==> config.mk <==
export PLATFORM = sky130hd
export DESIGN_NAME = borc_top
export DESIGN_NICKNAME = d
export VERILOG_FILES = /design/src/borc_pkg.sv /design/src/borc_top.sv
export SDC_FILE = /design/constraint.sdc
export NUM_CORES = 1
export LEC_CHECK = 0
export ABC_AREA = 1
export BUFFER_PORTS_ARGS = -buffer_cell sky130_fd_sc_hd__buf_2
export CAP_MARGIN = 5
export CELL_PAD_IN_SITES_DETAIL_PLACEMENT = 0
export CELL_PAD_IN_SITES_GLOBAL_PLACEMENT = 1
export CORE_MARGIN = 3
export CORE_UTILIZATION = 46
export DETAILED_ROUTE_END_ITERATION = 8
export HOLD_SLACK_MARGIN = 0.02
export PLACE_DENSITY = 0.89
export SYNTH_ARGS = -nofsm -noshare
export SYNTH_HDL_FRONTEND = slang
export SYNTH_HIERARCHICAL = 1
export SYNTH_SLANG_ARGS = --single-unit
==> constraint.sdc <==
create_clock -name i_ref_clk -period 3.75 [get_ports i_ref_clk]
set_clock_uncertainty 0.15 [all_clocks]
set_input_delay 0.375 -clock i_ref_clk [delete_from_list [all_inputs] [get_ports i_ref_clk]]
set_output_delay 0.375 -clock i_ref_clk [all_outputs]
set_load 0.005 [all_outputs]
==> src/borc_pkg.sv <==
// package and auxiliary output channel for the breaker output relay control block
package borc_pkg;

	// time base
	localparam int unsigned CLK_HZ           = 25_000_000;
	localparam int unsigned TICK_MS          = 10;
	localparam int unsigned TICK_CYCLES      = CLK_HZ / 1000 * TICK_MS;
	localparam int unsigned TICK_CNT_W       = 18;

	// timer figures in milliseconds
	localparam int unsigned TRIP_NOAUX_MS    = 100;
	localparam int unsigned CLOSE_PULSE_MS   = 200;
	localparam int unsigned BRKOP_DEFAULT_MS = 2000;
	localparam int unsigned SEAL_DEFAULT_MS  = 40;
	localparam int unsigned SEAL_MAX_MS      = 9990;

	// the same figures in ticks
	localparam int unsigned TMR_W            = 16;
	localparam int unsigned SEAL_W           = 10;
	localparam logic [15:0] TRIP_NOAUX_TICKS = 16'(TRIP_NOAUX_MS / TICK_MS);
	localparam logic [15:0] CLOSE_PULSE_TICKS = 16'(CLOSE_PULSE_MS / TICK_MS);
	localparam logic [15:0] BRKOP_DEF_TICKS  = 16'(BRKOP_DEFAULT_MS / TICK_MS);
	localparam logic [9:0]  SEAL_DEF_TICKS   = 10'(SEAL_DEFAULT_MS / TICK_MS);
	localparam logic [9:0]  SEAL_MAX_TICKS   = 10'(SEAL_MAX_MS / TICK_MS);

	// register map, byte addresses
	localparam int unsigned ADDR_W           = 8;
	localparam logic [7:0]  ADDR_CTRL        = 8'h00;
	localparam logic [7:0]  ADDR_TRIP_SEAL   = 8'h04;
	localparam logic [7:0]  ADDR_CLOSE_SEAL  = 8'h08;
	localparam logic [7:0]  ADDR_BRKOP       = 8'h0C;
	localparam logic [7:0]  ADDR_AUX_CFG     = 8'h10;
	localparam logic [7:0]  ADDR_RESET_CMD   = 8'h14;
	localparam logic [7:0]  ADDR_STATUS      = 8'h18;
	localparam logic [7:0]  ADDR_DWELL_BASE  = 8'h20;

	// field layout
	localparam int unsigned NUM_AUX          = 5;
	localparam int unsigned AUX_CFG_STRIDE   = 4;
	localparam logic [15:0] DWELL_RST        = 16'h0000;
	localparam logic [15:0] BRKOP_RST        = 16'h0000;

	typedef enum logic [1:0] {
		BORC_MODE_SELF  = 2'h0,
		BORC_MODE_LATCH = 2'h1,
		BORC_MODE_PULSE = 2'h2
	} borc_aux_mode_t;

	typedef struct packed {
		logic           spare;
		borc_aux_mode_t mode;
		logic           energized;
	} borc_aux_cfg_t;

	typedef struct packed {
		logic close_inh_en;
		logic bf_en;
		logic open_asg;
		logic closed_asg;
	} borc_ctrl_t;

	localparam borc_aux_cfg_t AUX_CFG_RST = '{spare: 1'b0, mode: BORC_MODE_SELF, energized: 1'b1};
	localparam borc_ctrl_t    CTRL_RST    = '{close_inh_en: 1'b0, bf_en: 1'b0, open_asg: 1'b0, closed_asg: 1'b0};

	typedef enum logic [1:0] {
		BRK_IDLE,
		BRK_HOLD,
		BRK_SEAL
	} borc_brk_state_t;

endpackage

`timescale 1ns/10ps

module borc_aux_chan (
	// clock and reset
	input  wire logic                  i_clk,
	input  wire logic                  i_rst,
	input  wire logic                  i_tick,
	// request and reset
	input  wire logic                  i_req,
	input  wire logic                  i_reset,
	// settings
	input  wire borc_pkg::borc_aux_cfg_t i_cfg,
	input  wire logic [15:0]           i_dwell,
	// contact
	output logic                       o_contact,
	output logic                       o_operated
);

	logic        req_d_reg;
	logic        latch_reg;
	logic [15:0] dwell_reg;
	logic [15:0] dwell_next;
	logic        op_next;
	wire         req_rise   = i_req & ~req_d_reg;
	wire         dwell_run  = (dwell_reg != 16'h0000);
	// set wins over reset so a request in the reset cycle is kept
	wire         latch_next = i_req | (latch_reg & ~i_reset);

	// dwell starts on each rising edge of the request, so a new request restarts it but a held request does not
	assign dwell_next = req_rise ? i_dwell :
		((i_tick && dwell_run) ? dwell_reg - 16'h0001 : dwell_reg);

	always_comb
	begin
		unique case (i_cfg.mode)
			borc_pkg::BORC_MODE_LATCH: op_next = latch_next;
			borc_pkg::BORC_MODE_PULSE: op_next = i_req | (dwell_next != 16'h0000);
			borc_pkg::BORC_MODE_SELF:  op_next = i_req;
			default:         op_next = i_req;
		endcase
	end

	always_ff @(posedge i_clk)
	begin
		if (i_rst)
		begin
			req_d_reg  <= 1'b0;
			latch_reg  <= 1'b0;
			dwell_reg  <= borc_pkg::DWELL_RST;
			o_operated <= 1'b0;
			o_contact  <= 1'b0;
		end
		else
		begin
			req_d_reg  <= i_req;
			latch_reg  <= latch_next;
			dwell_reg  <= dwell_next;
			o_operated <= op_next;
			o_contact  <= i_cfg.energized ? op_next : ~op_next;
		end
	end

endmodule

==> src/borc_top.sv <==
// breaker output relay control: trip, close, auxiliary and self-test outputs with apb settings

`timescale 1ns/10ps

module borc_top #(
	parameter int unsigned P_TICK_CYCLES = borc_pkg::TICK_CYCLES
) (
	// clock and reset
	input  wire logic        i_ref_clk,
	input  wire logic        i_rst,
	// apb slave
	input  wire logic        i_psel,
	input  wire logic        i_penable,
	input  wire logic        i_pwrite,
	input  wire logic [7:0]  i_paddr,
	input  wire logic [31:0] i_pwdata,
	output logic [31:0]      o_prdata,
	output logic             o_pready,
	output logic             o_pslverr,
	// operate requests from protection features
	input  wire logic        i_trip_req,
	input  wire logic        i_close_req,
	input  wire logic [4:0]  i_aux_req,
	// breaker and logic inputs
	input  wire logic        i_breaker_closed_contact,
	input  wire logic        i_breaker_open_contact,
	input  wire logic        i_bf_expired,
	input  wire logic        i_close_inhibit,
	input  wire logic        i_reset_key,
	input  wire logic        i_reset_input,
	input  wire logic        i_selftest_fail,
	// output contacts
	output logic             o_trip,
	output logic             o_close,
	output logic [4:0]       o_aux,
	output logic             o_selftest_warn
);

	localparam int unsigned NA = borc_pkg::NUM_AUX;

	// settings
	borc_pkg::borc_ctrl_t    ctrl_reg;
	logic [9:0]              trip_seal_reg;
	logic [9:0]              close_seal_reg;
	logic [15:0]             brkop_reg;
	borc_pkg::borc_aux_cfg_t aux_cfg_reg [NA];
	logic [15:0]             dwell_reg [NA];
	logic                    host_reset_reg;

	// tick divider
	logic [17:0]             tick_cnt_reg;
	logic                    tick_reg;

	// breaker drivers
	borc_pkg::borc_brk_state_t trip_state_reg;
	borc_pkg::borc_brk_state_t trip_state_next;
	borc_pkg::borc_brk_state_t close_state_reg;
	borc_pkg::borc_brk_state_t close_state_next;
	logic [15:0]             trip_cnt_reg;
	logic [15:0]             trip_cnt_next;
	logic [15:0]             close_cnt_reg;
	logic [15:0]             close_cnt_next;

	// auxiliary channels
	logic [4:0]              aux_contact;
	logic [19:0]             aux_cfg_flat;

	// apb decode
	wire        apb_access = i_psel & i_penable;
	wire        apb_commit = apb_access & o_pready;
	wire        apb_wr     = apb_commit & i_pwrite;
	wire        hit_ctrl   = (i_paddr == borc_pkg::ADDR_CTRL);
	wire        hit_tseal  = (i_paddr == borc_pkg::ADDR_TRIP_SEAL);
	wire        hit_cseal  = (i_paddr == borc_pkg::ADDR_CLOSE_SEAL);
	wire        hit_brkop  = (i_paddr == borc_pkg::ADDR_BRKOP);
	wire        hit_auxcfg = (i_paddr == borc_pkg::ADDR_AUX_CFG);
	wire        hit_rstcmd = (i_paddr == borc_pkg::ADDR_RESET_CMD);
	wire        hit_status = (i_paddr == borc_pkg::ADDR_STATUS);
	wire [2:0]  dwell_idx  = i_paddr[4:2];
	wire        hit_dwell  = (i_paddr[7:5] == borc_pkg::ADDR_DWELL_BASE[7:5])
		&& (i_paddr[1:0] == 2'h0) && (dwell_idx < 3'(NA));
	wire        hit_any    = hit_ctrl | hit_tseal | hit_cseal | hit_brkop | hit_auxcfg
		| hit_rstcmd | hit_status | hit_dwell;

	// writes whose low 10 bits exceed the top of the range are clamped
	wire [9:0]  seal_wr    = (i_pwdata[9:0] > borc_pkg::SEAL_MAX_TICKS) ?
		borc_pkg::SEAL_MAX_TICKS : i_pwdata[9:0];

	wire [31:0] rd_status  = {22'h000000, o_selftest_warn, o_aux, o_close, o_trip,
		i_breaker_open_contact, i_breaker_closed_contact};
	wire [31:0] rd_data    =
		hit_ctrl   ? {28'h0000000, ctrl_reg} :
		hit_tseal  ? {22'h000000, trip_seal_reg} :
		hit_cseal  ? {22'h000000, close_seal_reg} :
		hit_brkop  ? {16'h0000, brkop_reg} :
		hit_auxcfg ? {12'h000, aux_cfg_flat} :
		hit_status ? rd_status :
		hit_dwell  ? {16'h0000, dwell_reg[dwell_idx]} :
		32'h00000000;

	// breaker position from whichever auxiliary contacts are assigned
	wire        aux_any    = ctrl_reg.closed_asg | ctrl_reg.open_asg;
	wire        brk_open   = ctrl_reg.open_asg ? i_breaker_open_contact : ~i_breaker_closed_contact;
	wire        brk_closed = ctrl_reg.closed_asg ? i_breaker_closed_contact : ~i_breaker_open_contact;
	wire [15:0] brkop_lim  = (brkop_reg == 16'h0000) ? borc_pkg::BRKOP_DEF_TICKS : brkop_reg;

	// close is refused while an assigned inhibit input is high
	wire        close_inh  = ctrl_reg.close_inh_en & i_close_inhibit;
	wire        close_go   = i_close_req & ~close_inh;

	// the breaker-operation timer runs only once the request has gone
	wire        trip_rel   = aux_any ?
		(~i_trip_req & (brk_open | (trip_cnt_reg >= brkop_lim))) :
		(ctrl_reg.bf_en ? i_bf_expired :
		(~i_trip_req & (trip_cnt_reg >= borc_pkg::TRIP_NOAUX_TICKS)));
	wire        close_rel  = aux_any ?
		(~i_close_req & (brk_closed | (close_cnt_reg >= brkop_lim))) :
		(close_cnt_reg >= borc_pkg::CLOSE_PULSE_TICKS);

	wire        aux_reset  = i_reset_key | i_reset_input | host_reset_reg;

	// tick divider; a shorter P_TICK_CYCLES speeds every timer alike
	always_ff @(posedge i_ref_clk)
	begin
		if (i_rst)
		begin
			tick_cnt_reg <= 18'h00000;
			tick_reg     <= 1'b0;
		end
		else if (tick_cnt_reg == 18'(P_TICK_CYCLES - 1))
		begin
			tick_cnt_reg <= 18'h00000;
			tick_reg     <= 1'b1;
		end
		else
		begin
			tick_cnt_reg <= tick_cnt_reg + 18'h00001;
			tick_reg     <= 1'b0;
		end
	end

	// trip driver
	always_comb
	begin
		trip_state_next = trip_state_reg;
		trip_cnt_next   = trip_cnt_reg;
		unique case (trip_state_reg)
			borc_pkg::BRK_IDLE:
			begin
				if (i_trip_req)
				begin
					trip_state_next = borc_pkg::BRK_HOLD;
					trip_cnt_next   = 16'h0000;
				end
			end
			borc_pkg::BRK_HOLD:
			begin
				if (trip_rel)
				begin
					// seal-in lengthens the pulse past the release point
					trip_state_next = (trip_seal_reg == 10'h000) ? borc_pkg::BRK_IDLE : borc_pkg::BRK_SEAL;
					trip_cnt_next   = 16'h0000;
				end
				else if (i_trip_req)
					trip_cnt_next = 16'h0000;
				else if (tick_reg && trip_cnt_reg != 16'hFFFF)
					trip_cnt_next = trip_cnt_reg + 16'h0001;
			end
			borc_pkg::BRK_SEAL:
			begin
				// a request that returns during seal-in is held again rather than dropped for a cycle
				if (i_trip_req)
				begin
					trip_state_next = borc_pkg::BRK_HOLD;
					trip_cnt_next   = 16'h0000;
				end
				else if (trip_cnt_reg >= {6'h00, trip_seal_reg})
					trip_state_next = borc_pkg::BRK_IDLE;
				else if (tick_reg)
					trip_cnt_next = trip_cnt_reg + 16'h0001;
			end
			default:
				trip_state_next = borc_pkg::BRK_IDLE;
		endcase
	end

	// close driver; the fixed pulse counts from the start, not from the request
	always_comb
	begin
		close_state_next = close_state_reg;
		close_cnt_next   = close_cnt_reg;
		unique case (close_state_reg)
			borc_pkg::BRK_IDLE:
			begin
				if (close_go)
				begin
					close_state_next = borc_pkg::BRK_HOLD;
					close_cnt_next   = 16'h0000;
				end
			end
			borc_pkg::BRK_HOLD:
			begin
				if (close_inh)
					close_state_next = borc_pkg::BRK_IDLE;
				else if (close_rel)
				begin
					close_state_next = (close_seal_reg == 10'h000) ? borc_pkg::BRK_IDLE : borc_pkg::BRK_SEAL;
					close_cnt_next   = 16'h0000;
				end
				else if (aux_any && i_close_req)
					close_cnt_next = 16'h0000;
				else if (tick_reg && close_cnt_reg != 16'hFFFF)
					close_cnt_next = close_cnt_reg + 16'h0001;
			end
			borc_pkg::BRK_SEAL:
			begin
				if (close_inh)
					close_state_next = borc_pkg::BRK_IDLE;
				else if (close_go)
				begin
					close_state_next = borc_pkg::BRK_HOLD;
					close_cnt_next   = 16'h0000;
				end
				else if (close_cnt_reg >= {6'h00, close_seal_reg})
					close_state_next = borc_pkg::BRK_IDLE;
				else if (tick_reg)
					close_cnt_next = close_cnt_reg + 16'h0001;
			end
			default:
				close_state_next = borc_pkg::BRK_IDLE;
		endcase
	end

	always_ff @(posedge i_ref_clk)
	begin
		if (i_rst)
		begin
			trip_state_reg  <= borc_pkg::BRK_IDLE;
			close_state_reg <= borc_pkg::BRK_IDLE;
			trip_cnt_reg    <= 16'h0000;
			close_cnt_reg   <= 16'h0000;
			o_trip          <= 1'b0;
			o_close         <= 1'b0;
		end
		else
		begin
			trip_state_reg  <= trip_state_next;
			close_state_reg <= close_state_next;
			trip_cnt_reg    <= trip_cnt_next;
			close_cnt_reg   <= close_cnt_next;
			o_trip          <= (trip_state_next != borc_pkg::BRK_IDLE);
			o_close         <= (close_state_next != borc_pkg::BRK_IDLE);
		end
	end

	// self-test warning follows the internal fault flag, nothing to set
	always_ff @(posedge i_ref_clk)
	begin
		if (i_rst)
			o_selftest_warn <= 1'b0;
		else
			o_selftest_warn <= i_selftest_fail;
	end

	// apb slave: one wait state so that read data comes from a flip-flop
	always_ff @(posedge i_ref_clk)
	begin
		if (i_rst)
		begin
			o_pready  <= 1'b0;
			o_prdata  <= 32'h00000000;
			o_pslverr <= 1'b0;
		end
		else
		begin
			o_pready  <= apb_access & ~o_pready;
			o_prdata  <= (apb_access && !i_pwrite && !o_pready) ? rd_data : 32'h00000000;
			o_pslverr <= apb_access & ~o_pready & ~hit_any;
		end
	end

	always_ff @(posedge i_ref_clk)
	begin
		if (i_rst)
		begin
			ctrl_reg       <= borc_pkg::CTRL_RST;
			trip_seal_reg  <= borc_pkg::SEAL_DEF_TICKS;
			close_seal_reg <= borc_pkg::SEAL_DEF_TICKS;
			brkop_reg      <= borc_pkg::BRKOP_RST;
			host_reset_reg <= 1'b0;
		end
		else
		begin
			host_reset_reg <= apb_wr & hit_rstcmd & i_pwdata[0];
			if (apb_wr && hit_ctrl)
				ctrl_reg <= borc_pkg::borc_ctrl_t'(i_pwdata[3:0]);
			if (apb_wr && hit_tseal)
				trip_seal_reg <= seal_wr;
			if (apb_wr && hit_cseal)
				close_seal_reg <= seal_wr;
			if (apb_wr && hit_brkop)
				brkop_reg <= i_pwdata[15:0];
		end
	end

	// auxiliary outputs 3 to 7 as channels 0 to 4
	genvar g;
	generate
		for (g = 0; g < NA; g++)
		begin : gen_aux
			always_ff @(posedge i_ref_clk)
			begin
				if (i_rst)
				begin
					aux_cfg_reg[g] <= borc_pkg::AUX_CFG_RST;
					dwell_reg[g]   <= borc_pkg::DWELL_RST;
				end
				else
				begin
					if (apb_wr && hit_auxcfg)
						aux_cfg_reg[g] <= borc_pkg::borc_aux_cfg_t'(i_pwdata[g*4 +: 4]);
					if (apb_wr && hit_dwell && dwell_idx == 3'(g))
						dwell_reg[g] <= i_pwdata[15:0];
				end
			end

			assign aux_cfg_flat[g*4 +: 4] = aux_cfg_reg[g];

			borc_aux_chan u_chan (
				.i_clk      (i_ref_clk),
				.i_rst      (i_rst),
				.i_tick     (tick_reg),
				.i_req      (i_aux_req[g]),
				.i_reset    (aux_reset),
				.i_cfg      (aux_cfg_reg[g]),
				.i_dwell    (dwell_reg[g]),
				.o_contact  (aux_contact[g]),
				.o_operated ()
			);
		end
	endgenerate

	// channel contacts already come from flip-flops; one more stage keeps the port registered here
	always_ff @(posedge i_ref_clk)
	begin
		if (i_rst)
			o_aux <= 5'h00;
		else
			o_aux <= aux_contact;
	end

endmodule

==> results.cfg, run 1 <==
[floorplan]
core_area_um2 = 42000
fp.dieW_um = 213
die_h_um = 213
num_rows = 75
initial_utilization = 0.467
ios = 101
dieArea_um2 = 45200

[setup_path]
r2r_cells = 19
cp-start-kind = flop
critPathCaptureType = flop
required_ns = 4.00
regToRegSetupSlack_ns = 0.36
worstReg2RegEnd = close_cnt_reg[13]
setup.worst_path.start = brkop_reg[14]
r2r_start = brkop_reg[14]
path_class = reg2reg
path_max_fanout = 17
crit_arrival_ns = 3.65

[grt]
grt_use_total = 0.253
overflow = 0
grt_pass1_wl_mm = 90.6
grt_pass1_vias = 17233
grt_max_degree = 69
antenna_found_initial = 3

[timing]
period_needed_ns = 3.39
fin_crit_sh = 0.905
hold_ws_ns = 0.0335
finalMaxSlewViolations = 0
maxSlewHeadroom = 0.405
hold_viol = 0
clock.fmax_ghz = 0.295
rsz0062_at_grt = no
setup_violations = 0
setup_slack_ns = 0.355
worst_pin_slew_ns = 0.889
fin_setup_tns_ns = 0

[clock_network]
tritoncts = built
clk_pin_slew_ns = 0.06
cts_buffer_depth = 3
clk_latency_ns = 0.55
clock-sinks = 321
cts_made_buffers = 37
cts-root-buf = clkbuf_16
h-tree-depth = 2

[worst_hold_path]
worstHoldStart = i_pwdata[6]
worst_hold_path_type = in2reg
hold_end = trip_seal_reg[6]
min_path_cells = 3

[detailed_routing]
firstDrtPassIters = 5
drt-total-wl_mm = 57.9
drc_errors = 0
wire_per_inst_um = 16.9
antenna_left = 0
drt_iter0_drc = 1615
vias = 18495
vias_per_cell = 5.39

[layout]
area.sequential_um2 = 7430
syn2layout_area_growth_pct = 11.3
nFillCells = 4212
most-common-layout-cells = nand2_1, nor2_1, inv_1
final_common_cell = nand2_1
multi_input_area_um2 = 10500
finalNetCount = 2998
drive_above_1_share = 0.113

[placement]
io_buffers = 76
gp_congestion = 0.901
dp_hpwl_mm = 43.0
pre_cts_ws_ns = 0.356

[logic_synthesis]
syn_inst = 2783
synth.avg_cell_area_um2 = 7.05
ys_warn_count = 6
synth_area_um2 = 19600

[outcome]
status = finished, final reports clean

[power]
p_per_area_nw_per_um2 = 422
p_leak_nw = 10.1
ir_drop_v = 0.000450

[job]
max-cap-violations = 0
## critical path: stages (launching register included)
cell and delay, ns:
dfxtp_1 0.32, inv_1 0.20, nand4_1 0.14, nor4_1 0.42, nor2_1 0.14, ha_1 0.33, nand2_1 0.09, nor2_1 0.07
nand2_1 0.06, nand2_1 0.05, nor2_1 0.08, nand2_1 0.06, nand2_1 0.05, nand2_1 0.06, nand2_1 0.08, nand4_1 0.14
nand2_4 0.26, clkinv_2 0.29, nand3_1 0.18, a21oi_1 0.08
## per-stage QoR
| stage | area [um2] | util | power, mW | instances |
|---|---|---|---|---|
| 2_1_floorplan | 19700 | - | 5.01 | 2794 |
| 3_3_place_gp | 20400 | 0.485 | 5.37 | 3343 |
| 3_5_place_dp | 20400 | 0.485 | 5.40 | 3343 |
| 4_1_cts | 21800 | 0.520 | 9.27 | 3427 |
| 5_1_grt | 21900 | 0.520 | 9.64 | 3429 |
| 6_report | 21900 | 0.520 | 9.22 | 3429 |
## worst max-delay path by stage
stage / slack [ns] / endpoint / depth (start not counted)
2_1_floorplan: 0.67 / aux_cfg_reg[0][0] / 5
3_3_place_gp: 0.55 / trip_cnt_reg[0] / 16
3_5_place_dp: 0.36 / close_cnt_reg[13] / 19
4_1_cts: 0.34 / close_cnt_reg[13] / 19
5_1_grt: 0.02 / trip_cnt_reg[7] / 17
6_report: 0.36 / close_cnt_reg[13] / 19
## layout make-up
class	count	share of cell area
Sequential cell	321	0.340
Timing Repair Buffer	114	0.0330
Tap cell	539	0.0309
Antenna cell	2	0.000229
Clock inverter	16	0.0107
Clock buffer	52	0.0483
Multi-Input combinational cell	2068	0.482
Inverter	317	0.0547
## where the power goes
group          total [mW]  switching [mW]  internal, mW
combinational        1.46           0.962         0.501
sequential           3.89           0.176          3.72
clock                3.87            1.49          2.38
## repair_timing
action / 4_1_cts / 5_1_grt
hold buffers: 16 / 0
endpoints found under the setup margin: 0 / 1
buffers inserted: 0 / 0
endpoints found under the hold margin: 24 / 0
resized for setup: 0 / 2
## per-layer routing
metal	track usage	share of wire	vias to the layer above
li1	-	-	9192
met1	0.326	0.42	8562
met2	0.420	0.47	596
met3	0.0347	0.063	143
met4	0.120	0.049	2
met5	0	0.00022	-
No activity file was read; power rests on OpenSTA's default activity.
==> run 2: changes to the inputs <==
--- a/config.mk
+++ b/config.mk
@@ -10,6 +10,7 @@
 export CAP_MARGIN = 5
 export CELL_PAD_IN_SITES_DETAIL_PLACEMENT = 0
 export CELL_PAD_IN_SITES_GLOBAL_PLACEMENT = 1
+export CORE_ASPECT_RATIO = 1.25
 export CORE_MARGIN = 3
 export CORE_UTILIZATION = 46
 export DETAILED_ROUTE_END_ITERATION = 8
==> run 2 against run 1 <==
  * Cell count about the same
  * Critical path depth unchanged
  * First-iteration DRC count decreased by 1.5%
  * Worst hold slack got worse by 0.0030 ns
  * Critical path type unchanged
  * Largest cell class unchanged
==> results.cfg, run 2 (synthesis results as in run 1) <==
[outcome]
status = finished, final reports clean

[clock_network]
cts_buffer_depth = 3
cts_made_buffers = 35
clock-sinks = 321
tritoncts = built
h-tree-depth = 2
clk_latency_ns = 0.53
cts-root-buf = clkbuf_16
clk_pin_slew_ns = 0.07

[setup_path]
path_cells = inv_1 -> nand3_1 -> nor4_1 -> nor2_1 -> ha_1 -> nand2_1 -> nor2_1 -> nand2_1 -> nand2_1 -> nor2_1 -> nand2_1 -> nand2_1 -> nand2_1 -> nand2_1 -> nand4_1 -> nand2_2 -> inv_2 -> nand3_1 -> a21oi_1
worst-path-buf-inv = 2
required_ns = 4.04
regToRegSetupSlack_ns = 0.29
r2r_cells = 19
path_delay_family = simple AND/OR/NAND/NOR gates
crit_arrival_ns = 3.75
path_max_fanout = 17
cp_slowest_stage_delay_ns = 0.48
worstReg2RegEnd = close_cnt_reg[15]
r2r_start = brkop_reg[5]
critPathCaptureType = flop
cpMostUsedCell = nand2_1
cp-start-kind = flop
path_class = reg2reg
worst_path_max_delay_cell = nor4_1

[power]
p_per_area_nw_per_um2 = 413
p_leak_nw = 9.94
p_total_mw = 8.95
ir_drop_v = 0.000319

[placement]
dp_cells = 3356
io_buffers = 76
gp_congestion = 0.947
dp_hpwl_mm = 44.2
pre_cts_ws_ns = 0.324
placed_area_um2 = 20400

[floorplan]
die_h_um = 237
initial_utilization = 0.466
fp.dieW_um = 191
ios = 101
num_rows = 84
dieArea_um2 = 45200
core_area_um2 = 42100

[detailed_routing]
drt_iter0_drc = 1591
wire_per_inst_um = 17.3
antenna_left = 0
drc_errors = 0
drt-total-wl_mm = 59.2
vias_per_cell = 5.40
vias = 18536
firstDrtPassIters = 5

[grt]
antenna_found_initial = 1
grt_use_total = 0.256
grt_max_degree = 60
grt_pass1_vias = 17584
grt_pass1_wl_mm = 92.3
overflow = 0

[timing]
rsz0062_at_grt = no
fin_setup_tns_ns = 0
clock.fmax_ghz = 0.289
worst_pin_slew_ns = 1.18
hold_viol = 0
period_needed_ns = 3.46
finalMaxSlewViolations = 0
maxSlewHeadroom = 0.210
fin_crit_sh = 0.923
hold_ws_ns = 0.0305
setup_slack_ns = 0.288
setup_violations = 0

[layout]
design_area_um2 = 21700
diodes = 0
utilization = 0.514
drive_above_1_share = 0.109
stdcell_count = 3431
final_common_cell = nand2_1
nFillCells = 4171
most-common-layout-cells = nand2_1, nor2_1, inv_1
finalNetCount = 2985
syn2layout_area_growth_pct = 10.4

[worst_hold_path]
min_path_cells = 3
worstHoldStart = i_pwdata[18]
worst_hold_path_type = in2reg
hold_end = aux_cfg_reg[4][2]

[job]
max-cap-violations = 0
==> run 2: cell type report <==
| type | instances | area (um2) | area share |
|---|---|---|---|
| multi-input cells | 2068 | 10500 | 0.486 |
| flip-flops and latches | 321 | 7430 | 0.343 |
| inverters | 317 | 1190 | 0.0551 |
| clock buffers | 51 | 1010 | 0.0467 |
| well taps | 559 | 699 | 0.0323 |
| repair buffers | 103 | 628 | 0.0290 |
| clock inverters | 12 | 169 | 0.00779 |
==> run 2: what timing repair did <==
item | in CTS | in global routing
hold buffers | 12 | 0
hold endpoints to repair | 13 | 0
setup buffers | 0 | 0
setup endpoints to repair | 0 | 7
resized for setup | 0 | 1
==> run 2: layer usage <==
metal	share of wire	up-vias	GRT usage
li1	-	9173	-
met1	0.39	8594	0.305
met2	0.50	609	0.454
met3	0.055	160	0.0268
met4	0.055	0	0.129
met5	0	-	0
==> run 2: report_power, final <==
part	leakage [nW]	internal, mW	switching (mW)
Combinational	6.54	0.497	0.962
Sequential	2.83	3.72	0.176
Clock	0.564	2.16	1.44
==> run 2: worst max path at each step <==
stage	slack, ns	depth (start not counted)	from	to
global placement	0.46	19	brkop_reg[5]	close_cnt_reg[13]
detailed placement	0.32	19	brkop_reg[5]	close_cnt_reg[15]
floorplan	0.67	5	i_paddr[1]	aux_cfg_reg[0][0]
finish	0.29	19	brkop_reg[5]	close_cnt_reg[15]
CTS	0.30	19	brkop_reg[5]	close_cnt_reg[15]
global route	0.01	19	brkop_reg[5]	close_cnt_reg[15]
==> run 2: worst min-delay path: cells and delay by family <==
family,cells,cell delay (ns)
buffers and inverters,2,0.11
and+or+nand+nor,1,0.10
==> run 3: changes to the inputs <==
--- a/config.mk
+++ b/config.mk
@@ -8,14 +8,12 @@
 export ABC_AREA = 1
 export BUFFER_PORTS_ARGS = -buffer_cell sky130_fd_sc_hd__buf_2
 export CAP_MARGIN = 5
-export CELL_PAD_IN_SITES_DETAIL_PLACEMENT = 0
-export CELL_PAD_IN_SITES_GLOBAL_PLACEMENT = 1
 export CORE_ASPECT_RATIO = 1.25
 export CORE_MARGIN = 3
-export CORE_UTILIZATION = 46
+export CORE_UTILIZATION = 51
 export DETAILED_ROUTE_END_ITERATION = 8
 export HOLD_SLACK_MARGIN = 0.02
-export PLACE_DENSITY = 0.89
+export PLACE_DENSITY = 0.75
 export SYNTH_ARGS = -nofsm -noshare
 export SYNTH_HDL_FRONTEND = slang
 export SYNTH_HIERARCHICAL = 1
==> run 3 against run 2 <==
  * Sequential cell count is the same
  * Clock-buffer cell count shrank 4
  * Global-route usage grew 1.8 points
  * First-iteration DRC count shrank 4.5%
  * Total power shrank 2.1%
  * Final area shrank 0.64%
  * Setup slack gained 0.14 ns
  * Clock power shrank 5.6%
  * Critical path depth is the same
  * Critical path type unchanged
  * Critical endpoint is now close_cnt_reg[12]
  * Largest cell class unchanged
==> results.cfg, run 3 (synthesis results as in run 1) <==
[power]
p_per_area_nw_per_um2 = 407
p_leak_nw = 9.93
p_total_mw = 8.76
ir_drop_v = 0.000357

[layout]
finalNetCount = 2985
most-common-layout-cells = nand2_1, nor2_1, inv_1
diodes = 0
drive_above_1_share = 0.110
syn2layout_area_growth_pct = 9.72
final_common_cell = nand2_1
utilization = 0.573
stdcell_count = 3358
design_area_um2 = 21500

[detailed_routing]
firstDrtPassIters = 5
drc_errors = 0
drt_iter0_drc = 1520
drt-total-wl_mm = 57.8
antenna_left = 0
vias = 18761
vias_per_cell = 5.59
wire_per_inst_um = 17.2

[grt]
grt_pass1_vias = 17738
grt_pass1_wl_mm = 90.8
grt_use_total = 0.274
overflow = 0
grt_max_degree = 76
antenna_found_initial = 0

[setup_path]
path_class = reg2reg
regToRegSetupSlack_ns = 0.43
path_max_fanout = 16
worstReg2RegEnd = close_cnt_reg[12]
r2r_cells = 19
critPathCaptureType = flop
crit_arrival_ns = 3.62
required_ns = 4.05
cp-start-kind = flop
r2r_start = brkop_reg[5]

[clock_network]
clk_pin_slew_ns = 0.06
h-tree-depth = 2
cts_buffer_depth = 3
clock-sinks = 321
clk_latency_ns = 0.53
tritoncts = built
cts_made_buffers = 34
cts-root-buf = clkbuf_16

[floorplan]
core_area_um2 = 37600
initial_utilization = 0.523
die_h_um = 225
num_rows = 79
fp.dieW_um = 181
ios = 101
dieArea_um2 = 40900

[timing]
setup_violations = 0
finalMaxSlewViolations = 0
period_needed_ns = 3.32
fin_setup_tns_ns = 0
worst_pin_slew_ns = 0.910
maxSlewHeadroom = 0.393
fin_crit_sh = 0.885
rsz0062_at_grt = no
clock.fmax_ghz = 0.301
hold_viol = 0

[placement]
gp_congestion = 1.02
placed_area_um2 = 20300
dp_cells = 3284
io_buffers = 76
dp_hpwl_mm = 43.0

[worst_hold_path]
worstHoldStart = i_pwdata[7]
hold_end = trip_seal_reg[7]
min_path_cells = 3
worst_hold_path_type = in2reg

[job]
max-cap-violations = 0

[outcome]
status = finished, final reports clean
-- run 3: cell count changes in the layout (fill, tap and decap cells not counted), moves of 2 or more --
cell and change:
bufinv_16 -3, clkinv_2 +5, clkinvlp_4 -2, clkinv_1 +2, clkbuf_1 -4
-- run 3: repair_timing --
| item | in CTS | in global routing |
|---|---|---|
| hold buffers | 12 | 0 |
| endpoints found under the hold margin | 14 | 0 |
| gates resized for setup | 0 | 2 |
| endpoints found under the setup margin | 0 | 9 |
| setup buffers | 0 | 0 |
-- run 3: layout make-up --
class,instances,area (um2)
clock buffers,47,1010
clock inverters,15,105
fillers,3516,16000
inverters,317,1190
multi-input cells,2068,10500
flip-flops and latches,321,7430
well taps,486,608
repair buffers,104,636
-- run 3: routing by layer --
metal,track usage,routed length (um),vias to the layer above,part of all wire
li1,-,-,9155,-
met1,0.325,22200,8618,0.38
met2,0.477,27800,795,0.48
met3,0.0392,4240,193,0.073
met4,0.155,3610,0,0.062
met5,0,0,-,0
-- run 3: metrics by stage --
| step | worst slack (ns) | hold WS, ns |
|---|---|---|
| finish | 0.430 | 0.0373 |
| detailed placement | 0.426 | 0.248 |
| global route | 0.165 | 0.0503 |
| global placement | 0.498 | 0.242 |
| floorplan | 0.675 | 0.238 |
| CTS | 0.401 | 0.0215 |
-- run 3: worst max path at each step --
stage	start	end	slack (ns)
finish	brkop_reg[5]	close_cnt_reg[12]	0.43
global route	brkop_reg[5]	close_cnt_reg[1]	0.16
CTS	brkop_reg[5]	close_cnt_reg[13]	0.40
detailed placement	brkop_reg[5]	close_cnt_reg[12]	0.43
global placement	brkop_reg[5]	close_cnt_reg[13]	0.50
floorplan	i_paddr[1]	aux_cfg_reg[0][0]	0.67
-- run 3: report_power, final --
part / internal [mW] / switching, mW
combinational: 0.497 / 0.960
clock: 1.97 / 1.43
sequential: 3.72 / 0.178
-- run 3: critical path, stage by stage (launching register included) --
cell     delay, ns
dfxtp_1       0.31
inv_1         0.18
nand3_1       0.13
nor4_2        0.39
nor2_1        0.13
ha_1          0.30
nand2_1       0.07
nor2_1        0.15
nand2_1       0.07
nand2_1       0.07
nor2_1        0.05
nand2_1       0.06
nand2_1       0.04
nand2_1       0.10
nand2_1       0.17
nand4_1       0.14
nand2_2       0.17
inv_2         0.28
nand3_1       0.11
a21oi_1       0.16
